[src/astrc_pkg.sv]
// Function
// - Shifter-empty reads 1 while shift register idle
// - Nine-bit transmit sends ninth bit as MSB
// - All nine bits move to shifter together
// - Enabling transmitter with empty buffer flags empty
// - Receive recovery runs at sixteen times baud
// - Received characters enter two-entry FIFO
// - Reception needs receive, async and port enables
// - Start bit rechecked at half bit, else dropped
// - Data bits majority sampled at bit centre
// - Low stop bit marks framing error
// - Finished character pushed, available flag set
// - Data read returns and removes oldest character
// - Available flag tracks unread FIFO contents while reception enabled
// - Framing error stored per FIFO entry
// - Framing error cleared by reading its entry or by port disable
// - Third character while full sets overrun
// - Overrun cleared by receive or port disable
// - Nine-bit receive stores ninth bit per entry
// - Address detect in nine-bit receive admits only ninth-bit-set characters
// - Frame: start, eight/nine data, stop, idle high
// - Data LSB first, shared format and rate
// - Buffer-empty flag high when enabled and empty
// - Polarity bit inverts transmitted line
package astrc_pkg;
   localparam logic [7:0] REG_CTRL = 8'h00;
   localparam logic [7:0] REG_STATUS = 8'h04;
   localparam logic [7:0] REG_TXDATA = 8'h08;
   localparam logic [7:0] REG_RXDATA = 8'h0c;
   localparam logic [7:0] REG_BAUD = 8'h10;
   localparam int CTRL_PORT_EN = 0;
   localparam int CTRL_SYNC = 1;
   localparam int CTRL_TX_EN = 2;
   localparam int CTRL_CRX_EN = 3;
   localparam int CTRL_TX9 = 4;
   localparam int CTRL_RX9 = 5;
   localparam int CTRL_ADDR_DET = 6;
   localparam int CTRL_POL = 7;
   localparam int CTRL_TX_NINTH = 8;
   localparam int CTRL_W = 9;
   localparam int ST_SHIFT_EMPTY = 0;
   localparam int ST_TXBUF_EMPTY = 1;
   localparam int ST_RX_AVAIL = 2;
   localparam int ST_FRAME_ERR = 3;
   localparam int ST_OVERRUN = 4;
   localparam int ST_RX_NINTH = 5;
   localparam logic [CTRL_W-1:0] CTRL_RESET = 9'h000;
   localparam logic [15:0] BAUD_RESET = 16'h0000;
   localparam logic [3:0] TICKS_LAST = 4'hf;
   localparam logic [3:0] SAMPLE_A = 4'h7;
   localparam logic [3:0] SAMPLE_C = 4'h9;
   localparam logic [3:0] BITS_EIGHT = 4'h8;
   localparam logic [3:0] BITS_NINE = 4'h9;
   localparam logic [1:0] FIFO_DEPTH = 2'h2;

   typedef enum logic [1:0] {
      RX_IDLE = 2'b00,
      RX_START = 2'b01,
      RX_DATA = 2'b10,
      RX_STOP = 2'b11
   } astrc_rx_state_t;

   typedef struct packed {
      logic frame_err;
      logic ninth;
      logic [7:0] data;
   } astrc_entry_t;

   typedef struct packed {
      logic [CTRL_W-1:0] ctrl;
      logic [15:0] baud_div;
      logic [15:0] baud_cnt;
      logic [8:0] thr_data;
      logic thr_full;
      logic [10:0] transmit_shift_register;
      logic tx_busy;
      logic [3:0] tx_bits;
      logic [3:0] tx_ticks;
      logic tx_line;
      logic rx_meta;
      logic rx_sync;
      logic rx_prev;
      astrc_rx_state_t rx_state;
      logic [3:0] rx_ticks;
      logic [3:0] rx_bits;
      logic [2:0] samples;
      logic [8:0] receive_shift_register;
      astrc_entry_t [1:0] fifo;
      logic wptr;
      logic rptr;
      logic [1:0] count;
      logic overrun;
      logic [31:0] prdata;
      logic slverr;
      logic rd_ok;
   } astrc_state_t;
endpackage : astrc_pkg

[src/astrc_core.sv]
`timescale 1ns/1ps
module astrc_core (
   // Clock, reset and clock enable.
   input wire logic mclk_i,
   input wire logic rst_i,
   input wire logic ce_i,
   // APB slave.
   input wire logic psel_i,
   input wire logic penable_i,
   input wire logic pwrite_i,
   input wire logic [7:0] paddr_i,
   input wire logic [31:0] pwdata_i,
   output logic [31:0] prdata_o,
   output logic pready_o,
   output logic pslverr_o,
   // Serial lines.
   input wire logic serial_receive_line_i,
   output logic serial_transmit_line_o,
   // Status flags.
   output logic transmit_buffer_empty_flag_o,
   output logic receive_data_available_flag_o
);
   astrc_pkg::astrc_state_t s_r;
   astrc_pkg::astrc_state_t s_nxt;

   logic port_en;
   logic rx_active;
   logic tx_active;
   logic tick;
   logic access;
   logic wr_acc;
   logic rd_acc;
   logic pop;
   logic shifter_empty;
   logic txbuf_empty;
   logic rx_avail;
   logic frame_err;
   logic rx_ninth;
   logic [8:0] char_bits;
   logic maj;
   astrc_pkg::astrc_entry_t head;
   logic [31:0] rd_val;

   // Two of three samples decide a bit, so one noisy sample cannot flip it.
   function automatic logic majority(input logic [2:0] v);
      majority = (v[0] & v[1]) | (v[0] & v[2]) | (v[1] & v[2]);
   endfunction : majority

   function automatic logic hit(input logic [7:0] a, input logic [7:0] r);
      hit = (a == r);
   endfunction : hit

   // True while the receive FIFO holds at least one unread entry.
   function automatic logic unread(input logic [1:0] c);
      unread = (c != 2'h0);
   endfunction : unread

   // True for the word addresses that the block answers without error.
   function automatic logic mapped(input logic [7:0] a);
      mapped = hit(a, astrc_pkg::REG_CTRL) |
               hit(a, astrc_pkg::REG_STATUS) |
               hit(a, astrc_pkg::REG_TXDATA) |
               hit(a, astrc_pkg::REG_RXDATA) |
               hit(a, astrc_pkg::REG_BAUD);
   endfunction : mapped

   // True at the tick that follows the three centre samples of a bit.
   function automatic logic decide(input logic [3:0] t);
      decide = (t == astrc_pkg::SAMPLE_C + 4'h1);
   endfunction : decide

   assign port_en = s_r.ctrl[astrc_pkg::CTRL_PORT_EN];
   assign rx_active = s_r.ctrl[astrc_pkg::CTRL_CRX_EN] &
                      ~s_r.ctrl[astrc_pkg::CTRL_SYNC] & port_en;
   assign tx_active = s_r.ctrl[astrc_pkg::CTRL_TX_EN] &
                      ~s_r.ctrl[astrc_pkg::CTRL_SYNC] & port_en;
   // One tick every baud_div plus one clocks; both directions count sixteen per bit.
   // Rewriting the divisor restarts the count so a new rate acts at once.
   assign tick = (s_r.baud_cnt == s_r.baud_div);
   assign head = s_r.fifo[s_r.rptr];
   assign shifter_empty = ~s_r.tx_busy;
   assign txbuf_empty = tx_active & ~s_r.thr_full;
   // The per-entry status follows the oldest entry and reads 0 when the
   // FIFO is empty, so a stale entry never shows through.
   assign rx_avail = rx_active & unread(s_r.count);
   assign frame_err = unread(s_r.count) & head.frame_err;
   assign rx_ninth = unread(s_r.count) & head.ninth;
   assign maj = majority(s_r.samples);

   // The answer comes one cycle after setup, once read data is latched.
   assign access = psel_i & penable_i & ce_i & s_r.rd_ok;
   assign wr_acc = access & pwrite_i & ~s_r.slverr;
   assign rd_acc = access & ~pwrite_i & ~s_r.slverr;
   assign pop = rd_acc & hit(paddr_i, astrc_pkg::REG_RXDATA) &
                unread(s_r.count);

   // Handshake outputs are combinational; read data and the line are
   // registered so that they never glitch within a cycle.
   assign pready_o = access;
   assign prdata_o = s_r.prdata;
   assign pslverr_o = access & s_r.slverr;
   assign serial_transmit_line_o = s_r.tx_line;
   assign transmit_buffer_empty_flag_o = txbuf_empty;
   assign receive_data_available_flag_o = rx_avail;

   always_comb begin
      rd_val = 32'h0000_0000;
      unique case (paddr_i)
         astrc_pkg::REG_CTRL: begin
            rd_val[astrc_pkg::CTRL_W-1:0] = s_r.ctrl;
         end
         astrc_pkg::REG_STATUS: begin
            rd_val[astrc_pkg::ST_SHIFT_EMPTY] = shifter_empty;
            rd_val[astrc_pkg::ST_TXBUF_EMPTY] = txbuf_empty;
            rd_val[astrc_pkg::ST_RX_AVAIL] = rx_avail;
            rd_val[astrc_pkg::ST_FRAME_ERR] = frame_err;
            rd_val[astrc_pkg::ST_OVERRUN] = s_r.overrun;
            rd_val[astrc_pkg::ST_RX_NINTH] = rx_ninth;
         end
         astrc_pkg::REG_RXDATA: begin
            if (unread(s_r.count)) begin
               rd_val[7:0] = head.data;
            end
         end
         astrc_pkg::REG_BAUD: begin
            rd_val[15:0] = s_r.baud_div;
         end
         default: begin
            rd_val = 32'h0000_0000;
         end
      endcase
   end

   // Character assembled from the shift register, nine or eight bits.
   always_comb begin
      if (s_r.ctrl[astrc_pkg::CTRL_RX9]) begin
         char_bits = s_r.receive_shift_register;
      end else begin
         char_bits = {1'b0, s_r.receive_shift_register[8:1]};
      end
   end

   always_comb begin
      logic push;
      logic keep;
      logic [3:0] nbits;
      push = 1'b0;
      keep = 1'b0;
      nbits = astrc_pkg::BITS_EIGHT;
      s_nxt = s_r;

      // APB: latch read data during the cycle before the answer.
      if (psel_i & ~access) begin
         s_nxt.prdata = rd_val;
         s_nxt.slverr = ~mapped(paddr_i);
         s_nxt.rd_ok = 1'b1;
      end else begin
         s_nxt.rd_ok = 1'b0;
      end
      if (wr_acc & hit(paddr_i, astrc_pkg::REG_CTRL)) begin
         s_nxt.ctrl = pwdata_i[astrc_pkg::CTRL_W-1:0];
      end
      if (wr_acc & hit(paddr_i, astrc_pkg::REG_BAUD)) begin
         s_nxt.baud_div = pwdata_i[15:0];
         s_nxt.baud_cnt = 16'h0000;
      end else if (tick) begin
         s_nxt.baud_cnt = 16'h0000;
      end else begin
         s_nxt.baud_cnt = s_r.baud_cnt + 16'h0001;
      end

      // Transmitter: the shift register reloads as soon as it is idle.
      if (tx_active & ~s_r.tx_busy & s_r.thr_full) begin
         if (s_r.ctrl[astrc_pkg::CTRL_TX9]) begin
            s_nxt.transmit_shift_register = {1'b1, s_r.thr_data, 1'b0};
            s_nxt.tx_bits = astrc_pkg::BITS_NINE + 4'h1;
         end else begin
            s_nxt.transmit_shift_register = {2'b11, s_r.thr_data[7:0], 1'b0};
            s_nxt.tx_bits = astrc_pkg::BITS_EIGHT + 4'h1;
         end
         s_nxt.thr_full = 1'b0;
         s_nxt.tx_busy = 1'b1;
         s_nxt.tx_ticks = 4'h0;
      end else if (s_r.tx_busy & tick) begin
         if (s_r.tx_ticks == astrc_pkg::TICKS_LAST) begin
            s_nxt.tx_ticks = 4'h0;
            s_nxt.transmit_shift_register = {1'b1, s_r.transmit_shift_register[10:1]};
            if (s_r.tx_bits == 4'h0) begin
               s_nxt.tx_busy = 1'b0;
            end else begin
               s_nxt.tx_bits = s_r.tx_bits - 4'h1;
            end
         end else begin
            s_nxt.tx_ticks = s_r.tx_ticks + 4'h1;
         end
      end

      // Transmit holding buffer takes the ninth bit with the data. It comes
      // after the reload, so a write in the cycle that empties the buffer
      // into the shifter is kept instead of being lost.
      if (wr_acc & hit(paddr_i, astrc_pkg::REG_TXDATA) & port_en) begin
         s_nxt.thr_data = {s_r.ctrl[astrc_pkg::CTRL_TX_NINTH],
                           pwdata_i[7:0]};
         s_nxt.thr_full = 1'b1;
      end
      s_nxt.tx_line = (~s_nxt.tx_busy | s_nxt.transmit_shift_register[0]) ^
                      s_r.ctrl[astrc_pkg::CTRL_POL];

      // Receive line synchroniser and edge history.
      s_nxt.rx_meta = serial_receive_line_i;
      s_nxt.rx_sync = s_r.rx_meta;
      s_nxt.rx_prev = s_r.rx_sync;

      if (s_r.ctrl[astrc_pkg::CTRL_RX9]) begin
         nbits = astrc_pkg::BITS_NINE;
      end

      // Receiver: sixteen ticks per bit, samples at ticks 7, 8 and 9.
      if (tick & (s_r.rx_state != astrc_pkg::RX_IDLE)) begin
         s_nxt.rx_ticks = s_r.rx_ticks + 4'h1;
         if (s_r.rx_ticks >= astrc_pkg::SAMPLE_A &&
             s_r.rx_ticks <= astrc_pkg::SAMPLE_C) begin
            s_nxt.samples = {s_r.samples[1:0], s_r.rx_sync};
         end
      end
      unique case (s_r.rx_state)
         astrc_pkg::RX_IDLE: begin
            // A standing overrun blocks new starts until software clears it.
            if (rx_active & ~s_r.overrun & s_r.rx_prev &
                ~s_r.rx_sync) begin
               s_nxt.rx_state = astrc_pkg::RX_START;
               s_nxt.rx_ticks = 4'h0;
               s_nxt.rx_bits = 4'h0;
            end
         end
         astrc_pkg::RX_START: begin
            if (tick) begin
               if (decide(s_r.rx_ticks) && maj) begin
                  s_nxt.rx_state = astrc_pkg::RX_IDLE;
               end else if (s_r.rx_ticks == astrc_pkg::TICKS_LAST) begin
                  s_nxt.rx_state = astrc_pkg::RX_DATA;
               end
            end
         end
         astrc_pkg::RX_DATA: begin
            if (tick) begin
               if (decide(s_r.rx_ticks)) begin
                  s_nxt.receive_shift_register = {maj, s_r.receive_shift_register[8:1]};
               end else if (s_r.rx_ticks == astrc_pkg::TICKS_LAST) begin
                  s_nxt.rx_bits = s_r.rx_bits + 4'h1;
                  if (s_r.rx_bits + 4'h1 == nbits) begin
                     s_nxt.rx_state = astrc_pkg::RX_STOP;
                  end
               end
            end
         end
         astrc_pkg::RX_STOP: begin
            // The stop sample sets this character's framing status and
            // ends the frame early, leaving time to catch the next start.
            if (tick && decide(s_r.rx_ticks)) begin
               s_nxt.rx_state = astrc_pkg::RX_IDLE;
               keep = ~(s_r.ctrl[astrc_pkg::CTRL_ADDR_DET] &
                        s_r.ctrl[astrc_pkg::CTRL_RX9] &
                        ~char_bits[8]);
               if (keep) begin
                  if (s_r.count == astrc_pkg::FIFO_DEPTH & ~pop) begin
                     s_nxt.overrun = 1'b1;
                  end else begin
                     push = 1'b1;
                  end
               end
            end
         end
      endcase
      if (~rx_active) begin
         s_nxt.rx_state = astrc_pkg::RX_IDLE;
      end

      // Receive FIFO; a push and a pop in one cycle keep the count.
      if (push) begin
         s_nxt.fifo[s_r.wptr].data = char_bits[7:0];
         s_nxt.fifo[s_r.wptr].ninth = char_bits[8];
         s_nxt.fifo[s_r.wptr].frame_err = ~maj;
         s_nxt.wptr = ~s_r.wptr;
      end
      if (pop) begin
         s_nxt.rptr = ~s_r.rptr;
      end
      if (push & ~pop) begin
         s_nxt.count = s_r.count + 2'h1;
      end else if (pop & ~push) begin
         s_nxt.count = s_r.count - 2'h1;
      end

      if (~s_r.ctrl[astrc_pkg::CTRL_CRX_EN]) begin
         s_nxt.overrun = 1'b0;
      end
      // Port disable resets the FIFO, buffer and both state machines, stored status included.
      if (~port_en) begin
         s_nxt.overrun = 1'b0;
         s_nxt.count = 2'h0;
         s_nxt.wptr = 1'b0;
         s_nxt.rptr = 1'b0;
         s_nxt.thr_full = 1'b0;
         s_nxt.tx_busy = 1'b0;
         s_nxt.rx_state = astrc_pkg::RX_IDLE;
      end
   end

   // Reset parks the line and its synchroniser at the idle mark level, so
   // no false start edge is seen when reset is released.
   always_ff @(posedge mclk_i) begin
      if (rst_i) begin
         s_r <= '0;
         s_r.ctrl <= astrc_pkg::CTRL_RESET;
         s_r.baud_div <= astrc_pkg::BAUD_RESET;
         s_r.tx_line <= 1'b1;
         s_r.rx_meta <= 1'b1;
         s_r.rx_sync <= 1'b1;
         s_r.rx_prev <= 1'b1;
         s_r.rx_state <= astrc_pkg::RX_IDLE;
      end else if (ce_i) begin
         s_r <= s_nxt;
      end
   end
endmodule : astrc_core

[config.mk]
export PLATFORM = sky130hd
export DESIGN_NAME = astrc_core
export DESIGN_NICKNAME = d
export VERILOG_FILES = /design/src/astrc_pkg.sv /design/src/astrc_core.sv
export SDC_FILE = /design/constraint.sdc
export NUM_CORES = 1
export LEC_CHECK = 0
export ABC_CLOCK_PERIOD_IN_PS = 3770
export BUFFER_PORTS_ARGS = -buffer_cell sky130_fd_sc_hd__buf_2
export CORE_UTILIZATION = 61
export DETAILED_ROUTE_END_ITERATION = 6
export GPL_TIMING_DRIVEN = 0
export PLACE_DENSITY = 0.83
export SYNTH_ARGS = -nofsm -noshare
export SYNTH_HDL_FRONTEND = slang
export SYNTH_SLANG_ARGS = --single-unit
[constraint.sdc]
create_clock -name mclk_i -period 3.77 [get_ports mclk_i]
set_clock_uncertainty 0.2 [all_clocks]
set_input_delay 0.5655 -clock mclk_i [delete_from_list [all_inputs] [get_ports mclk_i]]
set_output_delay 0.5655 -clock mclk_i [all_outputs]
set_load 0.1 [all_outputs]
==> results.cfg <==
[global_route]
grt_pass1_wl_um = 28800
grt-ovfl-total = 0
grt_start_max_net_pins = 17
antenna_found_initial = 0
grt_use_total_pct = 32.4
grt_pass1_vias = 5802

[synth]
synthesis.area_um2 = 7000
syn_inst = 830
synth_seq_cells = 140
async_flop_share_pct = 0
yosys_warnings = 0
synth_seq_area_share_pct = 40.0
synthFlopType = dfxtp_1
synth_edf_count = 0
synth_area_per_cell_um2 = 8.44
synth.distinct_cells = 65

[clock_tree]
cts_hold_buf = 0
cts_buffers = 17
clk_latency_ns = 0.44
clkTransAtPathRegs_ns = 0.07
cts_tree = yes
cts_sinks = 140
cts.repair.resized = 0
htree_levels = 4
post_cts_buffers = 0
cts-root-buf = clkbuf_16
cts_max_path_buffers = 2

[detailed_routing]
routed_wirelength_um = 18300
drc = 1
dr.first_iter.drc_count = 672
wl_per_cell_um = 17.2
ant_nets = 0
vias = 6370
viasPerCell = 5.96
first_pass_iters = 7

[cells_and_area]
fin_area_um2 = 8050
syn_to_final_growth_pct = 15.0
layout-drive-gt1-share_pct = 16.4
nNetsFinal = 970
num_antenna_cells = 0
fillers = 865

[floorplan]
row_count = 38
core-area_um2 = 11000
die-area_um2 = 11900
design.portCount = 84
die_h_um = 109
initial_core_util_pct = 63.5
fp.dieW_um = 109

[outcome]
violations = DRC
status = finished with violations

[worst_setup_path]
worstSetupStartpointType = flip-flop
cp_max_fo = 10
end_kind = flip-flop
ff2ff_path_depth = 7
worstSetupEndpoint = s_r[57]
r2r-end = s_r[57]
slowest_delay_ns = 0.48
startpoint = s_r[126]
worstPathCellList = xor2_1, nor4_2, nand4_2, nor2_2, nand3_1, buf_2, mux2i_1
setup.worst_path.class = reg2reg
critical_path_required_ns = 3.88
cpMaxStageDelayCell = nor2_2
r2r_setup_slack_ns = 0.97
arrival_ns = 2.90
reg2reg_from = s_r[126]

[power_and_ir_drop]
power-per-cell-area_nw_per_um2 = 408
ir_worst_vdd_mv = 0.403
leakagePower_nw = 3.44

[worst_hold_path]
hold_class = in2reg

[place]
hpwl_um = 13000
placed_area_um2 = 7490
portBuffers = 51
gp_congestion = 0.923

[timing]
rsz0062_at_grt = false
fin_crit_sh_pct = 74.2
slew_violations = 0
max_slew_margin_pct = 47.2
fmax_mhz = 357
setup_violations = 0
period_minus_slack_ns = 2.80
hold_viol = 0
worst_pin_slew_ns = 0.793
fin_tns_setup_ns = 0

[job]
cap_violations = 0
final cells by class:
class,instances,area [um2],share of cell area (%)
clock buffers,18,429,5.33
flip-flops and latches,140,2800,34.8
multi-input cells,609,3760,46.8
well taps,140,175,2.18
plain buffers,78,424,5.27
repair buffers,51,255,3.17
clock inverters,14,134,1.66
inverters,18,67.6,0.839
state kept, by name (all words and copies together) (netlist names):
name / count
port_en: 1
prdata_o: 16
s_nxt: 2
s_r: 120
serial_transmit_line_o: 1
metal layers:
metal / wire, um / GRT usage [%]
met5: 0 / 0
met4: 550 / 15.6
met1: 7860 / 41.5
met2: 8370 / 50.2
met3: 1540 / 8.97
synth_stat cells, types with 8 or more instances:
library cell  number  area share, %
a21oi_1           54            3.9
a22oi_1           21            2.3
and3_1             9           0.80
buf_2              9           0.64
buf_4             32            3.4
clkbuf_1          37            2.0
dfxtp_1          140             40
ha_1               8            1.4
inv_1             18           0.96
mux2_2            11            1.8
mux2i_1           63            9.0
nand2_1          127            6.8
nand3_1           26            1.9
nor2_1            85            4.6
nor3_1            19            1.4
o21ai_0           15            1.1
o22ai_1            9           0.80
o2bb2ai_1          8            1.0
xor2_1            27            3.4
through the flow:
step | worst slack (ns) | utilization, % | hold slack (ns) | std cells | power [mW]
after floorplan | 1.02 | - | 0.232 | 845 | 1.65
after detailed placement | 0.868 | 67.9 | 0.250 | 1036 | 1.71
after global routing | 0.795 | 73.0 | 0.172 | 1068 | 3.37
after global placement | 0.943 | 67.9 | 0.244 | 1036 | 1.71
final | 0.972 | 73.0 | 0.163 | 1068 | 3.29
after CTS | 1.04 | 73.0 | 0.154 | 1068 | 3.29
worst min path at each step:
stage	from	slack [ns]	end	cells after the start
after global routing	pwdata_i[12]	0.17	s_r[143]	3
final	serial_receive_line_i	0.16	s_nxt[82]	3
after detailed placement	s_r[101]	0.25	s_r[101]	1
after global placement	s_r[45]	0.24	s_r[45]	2
after CTS	serial_receive_line_i	0.15	s_nxt[82]	3
after floorplan	prdata_o[0]	0.23	prdata_o[0]	2
power by group:
part / total (mW) / switching, mW / internal, mW
clock network: 1.61 / 0.692 / 0.918
registers: 1.48 / 0.00269 / 1.48
logic: 0.194 / 0.155 / 0.0390
kinds of logic after synthesis:
| kind of cell | synth area share (%) |
|---|---|
| compound gates | 13.1 |
| xor+xnor | 4.25 |
| fa+ha+maj | 1.57 |
| buf+inv | 7.02 |
| flops | 40.0 |
| mux | 11.3 |
| other cells | 0.0535 |
| simple gates | 22.7 |
worst max-delay path: cells and delay by family (launching register included):
| kind | cells | cell delay [ns] |
|---|---|---|
| simple gates | 4 | 1.47 |
| flops | 1 | 0.36 |
| buf+inv | 1 | 0.28 |
| xor+xnor | 1 | 0.18 |
| mux | 1 | 0.17 |
cells in the final DEF, fill, tap and decap left out, drive strengths merged, types with 24 or more instances in the layout:
cell type / count
buf: 92
nand3: 26
mux2i: 63
clkbuf: 55
a21oi: 54
nor2: 86
inv: 24
dfxtp: 140
nand2: 127
xor2: 27
Power figures use the tool's default switching activity.
